[config.mk]
export PLATFORM = sky130hd
export DESIGN_NAME = izw_top
export DESIGN_NICKNAME = d
export VERILOG_FILES = /design/src/rtl/izw_sync.v /design/src/rtl/izw_zws.v /design/src/rtl/izw_top.v
export VERILOG_INCLUDE_DIRS = /design/src /design/src/rtl
export SDC_FILE = /design/constraint.sdc
export NUM_CORES = 1
export LEC_CHECK = 0
export BUFFER_PORTS_ARGS = -buffer_cell sky130_fd_sc_hd__buf_4
export CORE_UTILIZATION = 56
export DETAILED_ROUTE_END_ITERATION = 6
export PLACE_DENSITY = 0.9
export SYNTH_ARGS = -nofsm -noshare
export SYNTH_HDL_FRONTEND = slang
export SYNTH_SLANG_ARGS = --single-unit
[constraint.sdc]
create_clock -name i_clk -period 4.5 [get_ports i_clk]
set_input_delay 1.125 -clock i_clk [delete_from_list [all_inputs] [get_ports i_clk]]
set_output_delay 1.125 -clock i_clk [all_outputs]
set_load 0.02 [all_outputs]
[src/rtl/izw_defs.vh]
// izw_defs.vh: constants for the isa data strobe / zero-wait block
// assumes inclusion by bare name from rtl files
`ifndef IZW_DEFS_VH
`define IZW_DEFS_VH

// address space
`define IZW_ADDR_W        24
`define IZW_STD_LIMIT     24'h100000
// data path split
`define IZW_DATA_W        16
`define IZW_HI_MSB        15
`define IZW_HI_LSB        8
`define IZW_LO_MSB        7
`define IZW_LO_LSB        0
// cycle kinds
`define IZW_KIND_W        2
`define IZW_KIND_MEM16    2'h0
`define IZW_KIND_MEM8     2'h1
`define IZW_KIND_IO8      2'h2
`define IZW_KIND_IO16     2'h3
// cycle lengths in bus clocks
`define IZW_LEN_W         4
`define IZW_LEN_MEM16_ZWS 4'h2
`define IZW_LEN_8BIT_ZWS  4'h3
`define IZW_LEN_MEM16     4'h3
`define IZW_LEN_8BIT      4'h6
`define IZW_LEN_IO16      4'h3
// standard strobe delay, in core clocks
`define IZW_SDLY_W        3
`define IZW_SDLY          3'h2

`endif

[src/rtl/izw_sync.v]
// izw_sync.v: two-flop synchroniser for a vector of pin levels
// assumes inputs come from outside the i_clk domain
`timescale 1ns/1ns
`default_nettype none
module izw_sync #(
    parameter W  = 1,
    parameter RV = 1'b1
) (
    // clock and reset
    input  wire         i_clk,
    input  wire         i_rst_n,
    input  wire         i_ce,
    // levels
    input  wire [W-1:0] i_d,
    output wire [W-1:0] o_q
);
    reg [W-1:0] meta_q;
    reg [W-1:0] sync_q;

    // first stage only feeds second stage
    always @(posedge i_clk) begin
        if (!i_rst_n) begin
            meta_q <= {W{RV}};
            sync_q <= {W{RV}};
        end else if (i_ce) begin
            meta_q <= i_d;
            sync_q <= meta_q;
        end
    end

    assign o_q = sync_q;
endmodule // izw_sync
`default_nettype wire

[src/rtl/izw_zws.v]
// izw_zws.v: bus cycle length counter with zero-wait shortening
// assumes sampled, synchronised pins and a one-cycle bus clock tick
`timescale 1ns/1ns
`default_nettype none
`include "izw_defs.vh"
module izw_zws (
    // clock and reset
    input  wire                   i_clk,
    input  wire                   i_rst_n,
    input  wire                   i_ce,
    // cycle control
    input  wire                   i_start,
    input  wire                   i_tick,
    input  wire [`IZW_KIND_W-1:0] i_kind,
    input  wire                   i_zerows_n,
    input  wire                   i_iochrdy,
    // status
    output reg                    o_busy,
    output reg                    o_done,
    output reg  [`IZW_LEN_W-1:0]  o_clocks
);
    reg [`IZW_LEN_W-1:0]  cnt_q;
    reg [`IZW_LEN_W-1:0]  len_q;
    reg [`IZW_KIND_W-1:0] kind_q;
    reg                   zws_ok;

    // full-length cycle per kind
    function [`IZW_LEN_W-1:0] full_len;
        input [`IZW_KIND_W-1:0] k;
        begin
            if (k == `IZW_KIND_MEM16)
                full_len = `IZW_LEN_MEM16;
            else if (k == `IZW_KIND_IO16)
                full_len = `IZW_LEN_IO16;
            else
                full_len = `IZW_LEN_8BIT;
        end
    endfunction

    // shortened length; io16 never shortens
    function [`IZW_LEN_W-1:0] zws_len;
        input [`IZW_KIND_W-1:0] k;
        begin
            if (k == `IZW_KIND_MEM16)
                zws_len = `IZW_LEN_MEM16_ZWS;
            else if (k == `IZW_KIND_IO16)
                zws_len = `IZW_LEN_IO16;
            else
                zws_len = `IZW_LEN_8BIT_ZWS;
        end
    endfunction

    // not-ready in the same clock cancels the request
    always @* begin
        zws_ok = !i_zerows_n && i_iochrdy;
    end

    // count bus clocks; ends only while iochrdy is high
    always @(posedge i_clk) begin
        if (!i_rst_n) begin
            cnt_q    <= {`IZW_LEN_W{1'b0}};
            len_q    <= {`IZW_LEN_W{1'b0}};
            kind_q   <= `IZW_KIND_MEM16;
            o_busy   <= 1'b0;
            o_done   <= 1'b0;
            o_clocks <= {`IZW_LEN_W{1'b0}};
        end else if (i_ce) begin
            o_done <= 1'b0;
            if (i_start && !o_busy) begin
                kind_q <= i_kind;
                len_q  <= full_len(i_kind);
                cnt_q  <= {`IZW_LEN_W{1'b0}};
                o_busy <= 1'b1;
            end else if (o_busy && i_tick) begin
                if (zws_ok && kind_q != `IZW_KIND_IO16 &&
                    zws_len(kind_q) < len_q)
                    len_q <= zws_len(kind_q);
                cnt_q <= cnt_q + 4'h1;
                // wait states stretch while iochrdy low
                if (i_iochrdy && (cnt_q + 4'h1 >= len_q ||
                    (zws_ok && cnt_q + 4'h1 >= zws_len(kind_q)))) begin
                    o_busy   <= 1'b0;
                    o_done   <= 1'b1;
                    o_clocks <= cnt_q + 4'h1;
                end
            end
        end
    end
endmodule // izw_zws
`default_nettype wire

[src/rtl/izw_top.v]
// izw_top.v: isa byte-high enable, data direction, standard memory
// strobes and zero-wait-state cycle shortening.
// assumes neighbour logic supplies ownership, refresh and full strobes.
// Contract
// byte-high enable asserted whenever the upper data byte moves
// byte-high enable negated during refresh cycles
// byte-high enable output when we own the bus, input otherwise; the code also drives it during suspend
// 16-bit data path, upper lines high byte, lower lines low byte
// data lines undefined during refresh; nobody relies on them
// standard read strobe asserted for memory accesses below 1 Mbyte
// standard read strobe is a delayed copy of full read strobe
// standard write strobe asserted for memory accesses below 1 Mbyte
// standard write strobe is a delayed copy of full write strobe
// write strobe floats in reset, high after reset and in suspend
// slave asserts zero-wait request after decoding address and command
// zero-wait request shortens 16-bit memory cycle to two bus clocks
// zero-wait request shortens 8-bit memory or io cycle to three
// zero-wait request ignored during 16-bit io cycles
// zero-wait request ignored when iochrdy negated in same clock
// standard strobes stay high for accesses at or above 1 Mbyte
`timescale 1ns/1ns
`default_nettype none
`include "izw_defs.vh"
module izw_top (
    // clock, reset, enable
    input  wire                   i_clk,
    input  wire                   i_rst_n,
    input  wire                   i_ce,
    // bus state from neighbours (same clock)
    input  wire                   i_own,
    input  wire                   i_refresh,
    input  wire                   i_suspend,
    input  wire [`IZW_ADDR_W-1:0] i_addr,
    input  wire                   i_hi_byte,
    input  wire                   i_write,
    input  wire [`IZW_KIND_W-1:0] i_kind,
    input  wire                   i_start,
    input  wire [`IZW_DATA_W-1:0] i_wdata,
    // isa pins from outside the clock domain
    input  wire                   i_sysclk,
    input  wire                   i_memr_n,
    input  wire                   i_memw_n,
    input  wire                   i_zerows_n,
    input  wire                   i_iochrdy,
    input  wire                   i_sbhe_n,
    input  wire [`IZW_DATA_W-1:0] i_sd,
    // byte-high enable pin
    output reg                    o_sbhe_n,
    output reg                    o_sbhe_oe_n,
    // data pins
    output reg  [`IZW_DATA_W-1:0] o_sd,
    output reg                    o_sd_hi_oe_n,
    output reg                    o_sd_lo_oe_n,
    // standard strobes
    output reg                    o_smemr_n,
    output reg                    o_smemw_n,
    output reg                    o_smemw_oe_n,
    // results
    output reg  [`IZW_DATA_W-1:0] o_rdata,
    output reg                    o_rvalid,
    output reg                    o_hi_seen,
    output wire                   o_busy,
    output wire                   o_done,
    output wire [`IZW_LEN_W-1:0]  o_clocks
);
    // synchronised pin levels
    wire                   s_sysclk;
    wire                   s_memr_n;
    wire                   s_memw_n;
    wire                   s_zerows_n;
    wire                   s_iochrdy;
    wire                   s_sbhe_n;
    wire [`IZW_DATA_W-1:0] s_sd;

    reg                    sysclk_q;
    wire                   tick;
    reg [`IZW_SDLY_W-1:0]  rd_dly_q;
    reg [`IZW_SDLY_W-1:0]  wr_dly_q;
    reg                    std_q;
    reg                    rd_cyc_q;
    wire                   drive_sd;

    // one step of a strobe delay line: clears as soon as the full strobe
    // releases and saturates at the delay, so a long strobe never wraps
    function [`IZW_SDLY_W-1:0] dly_step;
        input                   full_n;
        input [`IZW_SDLY_W-1:0] dly;
        begin
            if (full_n)
                dly_step = {`IZW_SDLY_W{1'b0}};
            else if (dly != `IZW_SDLY)
                dly_step = dly + 3'h1;
            else
                dly_step = dly;
        end
    endfunction

    // standard strobe level, active low: only in a below-limit cycle and
    // only once the full strobe has held low for the whole delay
    function std_n;
        input                   std;
        input                   full_n;
        input [`IZW_SDLY_W-1:0] dly;
        begin
            std_n = !(std && !full_n && dly == `IZW_SDLY);
        end
    endfunction

    // bus clock pin; idles high like the strobes
    izw_sync #(.W(1), .RV(1'b1)) u_sync_clk (
        .i_clk   (i_clk),
        .i_rst_n (i_rst_n),
        .i_ce    (i_ce),
        .i_d     (i_sysclk),
        .o_q     (s_sysclk)
    );

    // full read strobe, idle high
    izw_sync #(.W(1), .RV(1'b1)) u_sync_memr (
        .i_clk   (i_clk),
        .i_rst_n (i_rst_n),
        .i_ce    (i_ce),
        .i_d     (i_memr_n),
        .o_q     (s_memr_n)
    );

    // full write strobe, idle high
    izw_sync #(.W(1), .RV(1'b1)) u_sync_memw (
        .i_clk   (i_clk),
        .i_rst_n (i_rst_n),
        .i_ce    (i_ce),
        .i_d     (i_memw_n),
        .o_q     (s_memw_n)
    );

    // zero-wait request, idle high so nothing is shortened after reset
    izw_sync #(.W(1), .RV(1'b1)) u_sync_zws (
        .i_clk   (i_clk),
        .i_rst_n (i_rst_n),
        .i_ce    (i_ce),
        .i_d     (i_zerows_n),
        .o_q     (s_zerows_n)
    );

    // ready, idle high so reset never looks like a wait state
    izw_sync #(.W(1), .RV(1'b1)) u_sync_rdy (
        .i_clk   (i_clk),
        .i_rst_n (i_rst_n),
        .i_ce    (i_ce),
        .i_d     (i_iochrdy),
        .o_q     (s_iochrdy)
    );

    // byte-high pin as the wire shows it, idle high
    izw_sync #(.W(1), .RV(1'b1)) u_sync_bhe (
        .i_clk   (i_clk),
        .i_rst_n (i_rst_n),
        .i_ce    (i_ce),
        .i_d     (i_sbhe_n),
        .o_q     (s_sbhe_n)
    );

    // data lines; content meaningless during refresh
    // own instance, since these idle low rather than high
    izw_sync #(.W(`IZW_DATA_W), .RV(1'b0)) u_sync_sd (
        .i_clk   (i_clk),
        .i_rst_n (i_rst_n),
        .i_ce    (i_ce),
        .i_d     (i_sd),
        .o_q     (s_sd)
    );

    // rising edge of bus clock marks one bus clock; resets to the
    // synchroniser's idle level so no false edge follows reset
    always @(posedge i_clk) begin
        if (!i_rst_n)
            sysclk_q <= 1'b1;
        else if (i_ce)
            sysclk_q <= s_sysclk;
    end
    assign tick = s_sysclk && !sysclk_q;

    // cycle length engine; ticks lag the pin by about three core
    // clocks, but every tick lags alike so the counts stay exact
    izw_zws u_zws (
        .i_clk      (i_clk),
        .i_rst_n    (i_rst_n),
        .i_ce       (i_ce),
        .i_start    (i_start),
        .i_tick     (tick),
        .i_kind     (i_kind),
        .i_zerows_n (s_zerows_n),
        .i_iochrdy  (s_iochrdy),
        .o_busy     (o_busy),
        .o_done     (o_done),
        .o_clocks   (o_clocks)
    );

    // latch below-1M qualifier at start from the address alone; refresh is masked later at the strobes
    // held for the whole cycle, so a late address change is harmless
    always @(posedge i_clk) begin
        if (!i_rst_n) begin
            std_q    <= 1'b0;
            rd_cyc_q <= 1'b0;
        end else if (i_ce) begin
            if (i_start && !o_busy) begin
                std_q    <= (i_addr < `IZW_STD_LIMIT);
                rd_cyc_q <= !i_write;
            end
        end
    end

    // delay lines: shift of full strobe, asserted only after it holds
    // low for the whole delay; release follows full strobe at once so
    // the standard strobe outlasts it by just one core clock
    always @(posedge i_clk) begin
        if (!i_rst_n) begin
            rd_dly_q <= {`IZW_SDLY_W{1'b0}};
            wr_dly_q <= {`IZW_SDLY_W{1'b0}};
        end else if (i_ce) begin
            rd_dly_q <= dly_step(s_memr_n, rd_dly_q);
            wr_dly_q <= dly_step(s_memw_n, wr_dly_q);
        end
    end

    // standard strobes and write-strobe enable
    // the enable drops on the first edge out of reset; floats before
    always @(posedge i_clk) begin
        if (!i_rst_n) begin
            o_smemr_n    <= 1'b1;
            o_smemw_n    <= 1'b1;
            o_smemw_oe_n <= 1'b1;
        end else if (i_ce) begin
            o_smemw_oe_n <= 1'b0;
            if (i_suspend || i_refresh) begin
                o_smemr_n <= 1'b1;
                o_smemw_n <= 1'b1;
            end else begin
                o_smemr_n <= std_n(std_q, s_memr_n, rd_dly_q);
                o_smemw_n <= std_n(std_q, s_memw_n, wr_dly_q);
            end
        end
    end

    // byte-high enable: driven while we own the bus or in suspend
    // suspend keeps the pin driven high rather than floating
    always @(posedge i_clk) begin
        if (!i_rst_n) begin
            o_sbhe_n    <= 1'b1;
            o_sbhe_oe_n <= 1'b1;
        end else if (i_ce) begin
            o_sbhe_oe_n <= !(i_own || i_suspend);
            if (i_refresh || i_suspend)
                o_sbhe_n <= 1'b1;
            else
                o_sbhe_n <= !i_hi_byte;
        end
    end

    // data direction: drive on owned writes, never on refresh
    assign drive_sd = i_own && i_write && o_busy && !i_refresh;

    // data out registers and lane enables
    // o_sd copies i_wdata each edge; only the lane enables decide
    // whether it reaches the pins, which saves a load strobe
    always @(posedge i_clk) begin
        if (!i_rst_n) begin
            o_sd         <= {`IZW_DATA_W{1'b0}};
            o_sd_hi_oe_n <= 1'b1;
            o_sd_lo_oe_n <= 1'b1;
        end else if (i_ce) begin
            o_sd         <= i_wdata;
            o_sd_lo_oe_n <= !drive_sd;
            o_sd_hi_oe_n <= !(drive_sd && i_hi_byte);
        end
    end

    // capture read data at cycle end; high byte only if it moved
    // done is registered, so the lines sampled here are only a few
    // core clocks younger than the closing bus clock edge
    always @(posedge i_clk) begin
        if (!i_rst_n) begin
            o_rdata   <= {`IZW_DATA_W{1'b0}};
            o_rvalid  <= 1'b0;
            o_hi_seen <= 1'b0;
        end else if (i_ce) begin
            o_rvalid  <= 1'b0;
            // external master's byte-high enable observed as an input
            o_hi_seen <= !i_own && !s_sbhe_n && !i_refresh;
            if (o_done && rd_cyc_q && !i_refresh) begin
                o_rvalid <= 1'b1;
                o_rdata[`IZW_LO_MSB:`IZW_LO_LSB] <=
                    s_sd[`IZW_LO_MSB:`IZW_LO_LSB];
                if (i_hi_byte)
                    o_rdata[`IZW_HI_MSB:`IZW_HI_LSB] <=
                        s_sd[`IZW_HI_MSB:`IZW_HI_LSB];
                else
                    o_rdata[`IZW_HI_MSB:`IZW_HI_LSB] <= 8'h00;
            end
        end
    end
endmodule // izw_top
`default_nettype wire

==> impl_metrics.json <==
{
  "initial_utilization": 0.591,
  "netlist_instances": 458,
  "wl_mm": 9.11,
  "setup_tns_ns": 0,
  "path_clk_slew_ns": 0.10,
  "hold_viol_final": 0,
  "syn_to_final_growth_pct": 21.8,
  "gp_congestion": 0.818,
  "clock_path_buffers": 2,
  "startpoint_type": "input port",
  "drc_errors": 0,
  "io_buffers": 99,
  "critPathKind": "input port to register",
  "drv_slew": 0,
  "num_rows": 31,
  "cts_tree": "yes",
  "max_freq_ghz": 0.386,
  "critPathRequiredTime_ns": 4.72,
  "endpoint_kind": "register",
  "r2r_slack_ns": 2.44,
  "p_leak_nw": 2.33,
  "grt_antenna_before_repair": 0,
  "status": "completed",
  "overflow": 0,
  "ys_seq_area_frac": 0.501,
  "grt_pass1_vias": 3499,
  "syn_area_mm2": 0.00435,
  "grt_max_degree": 57,
  "antenna_left": 0,
  "dieArea_mm2": 0.00813,
  "synth_nets": 540,
  "setup_viol": 0,
  "vias": 3493,
  "die_w_um": 90.2,
  "synth_cell_types": 45,
  "die_y_um": 90.2,
  "finClkSkew_ns": 0.00942,
  "final_common_cell": "dfxtp_1",
  "rsz0062_at_grt": "false",
  "io_pins": 120,
  "cts_buffers": 9,
  "slew-limit-headroom": 0.425,
  "layout-drive-gt1-share": 0.223,
  "power.density_mw_per_mm2": 329,
  "final_nets": 625,
  "yosys_warnings": 0,
  "root_buffer": "clkbuf_8",
  "core-area_mm2": 0.00737,
  "avgSynthCellArea_um2": 9.51,
  "drtIter0Drc": 124,
  "worst-slew-pin-transition_ns": 0.862,
  "most-common-layout-cells": "109 x dfxtp_1, 101 x buf_4, 65 x nor2_1, 63 x mux2i_1, 54 x nand2_1",
  "cp.arrival_ns": 2.81,
  "synth-seq-cells": 109,
  "period_minus_slack_ns": 2.59,
  "avgRoutedWirePerCell_um": 14.1,
  "cts_setup_buffers": 0,
  "synth_flop_cell": "dfxtp_1",
  "maxCapViolCount": 0,
  "period_share": 0.576,
  "ir_drop_v": 0.000257,
  "gr-usage-all-layers": 0.231,
  "clock_latency_ns": 0.36,
  "hold_class": "register to register",
  "viasPerCell": 5.41,
  "cp_max_fo": 56,
  "cts-htree-levels": 3,
  "drt_first_pass_iters": 4,
  "cts_resized": 0,
  "post-dp-hpwl_mm": 6.39,
  "cts_hold_buf": 0,
  "synth_edf_count": 0,
  "final_util": 0.719,
  "grt_pass1_wl_mm": 15.4,
  "cts_sinks": 109,
  "synthArstFlopShare": 0,
  "diodes": 0
}
synthesized netlist by cell type, types with 3 or more instances:
| cell | count | area, um2 |
|---|---|---|
| a21oi_1 | 32 | 160 |
| nand2b_1 | 6 | 37.5 |
| buf_2 | 11 | 55.1 |
| dfxtp_1 | 109 | 2180 |
| ha_1 | 9 | 113 |
| a2bb2oi_1 | 3 | 26.3 |
| mux2i_1 | 63 | 631 |
| and2_1 | 5 | 31.3 |
| nand2_1 | 54 | 203 |
| nor2_1 | 65 | 244 |
| o2111ai_1 | 4 | 35.0 |
| nor4bb_1 | 3 | 30.0 |
| inv_1 | 11 | 41.3 |
| o211ai_1 | 5 | 37.5 |
| nand3_1 | 12 | 60.1 |
| nand4b_1 | 4 | 35.0 |
| o21ai_0 | 11 | 55.1 |
| and4b_1 | 3 | 30.0 |
| clkbuf_1 | 16 | 60.1 |
layout make-up:
cell class,instances,area [um2]
sequential,109,2180
fill,570,2070
multi-input combinational,310,2010
timing repair buffer,101,758
clock buffer,10,138
tap,99,124
inverter,12,45.0
clock inverter,5,42.5
per-layer routing:
metal,part of all wire,GRT usage,up-vias
met4,0.0083,0.0793,0
met5,0,0,-
met1,0.44,0.274,1640
li1,-,-,1736
met2,0.49,0.406,108
met3,0.062,0.0575,9
state kept, by name, indices dropped and copies added, names as in the netlist, 2 cells and up:
signal            flops
u_zws.o_clocks        4
rd_dly_q              3
u_sync_sd.o_q        16
u_zws.len_q           3
o_rdata              16
wr_dly_q              3
u_sync_sd.meta_q     16
u_zws.kind_q          2
o_sd                 16
u_zws.cnt_q           4
power by group:
part	switching, W	internal [W]	total, W
clock network	0.000328	0.000221	0.000548
registers	0.0000205	0.000998	0.00102
logic	0.0000910	0.0000852	0.000176
total	0.000439	0.00130	0.00174
stage by stage:
stage | instance area [um2] | std cells | setup slack, ns | total power (W) | hold WS, ns
after global placement | 5120 | 631 | 1.62 | 0.00121 | 0.438
final | 5300 | 646 | 1.91 | 0.00174 | 0.454
after CTS | 5300 | 646 | 1.90 | 0.00176 | 0.459
after floorplan | 4350 | 458 | 2.43 | 0.00114 | 0.431
after global routing | 5300 | 646 | 1.79 | 0.00182 | 0.474
after detailed placement | 5120 | 631 | 1.52 | 0.00122 | 0.446
worst max-delay path, stage by stage:
cell and delay [ns]:
buf_4 0.43, buf_4 0.68, o21ai_0 0.26, a21oi_1 0.21, nor2_1 0.06
cells by family after synthesis:
family	count (synthesis)	synth area share
AO/OA/AOI/OAI	69	0.106
XOR/XNOR	4	0.00977
adder cells (fa/ha/maj)	9	0.0259
buffers and inverters	39	0.0368
flip-flops	109	0.501
multiplexers	63	0.145
AND/OR/NAND/NOR	165	0.176
final timing paths:
path	depth (start not counted)	end	start
hold / removal	2	o_rdata[5]	u_sync_sd.o_q[5]
hold reg to reg	2	o_rdata[5]	u_sync_sd.o_q[5]
setup / recovery	5	rd_dly_q[0]	i_ce
setup reg to reg	6	u_zws.o_clocks[3]	u_zws.kind_q[0]
Note: power is estimated with default switching activity, not from simulation.
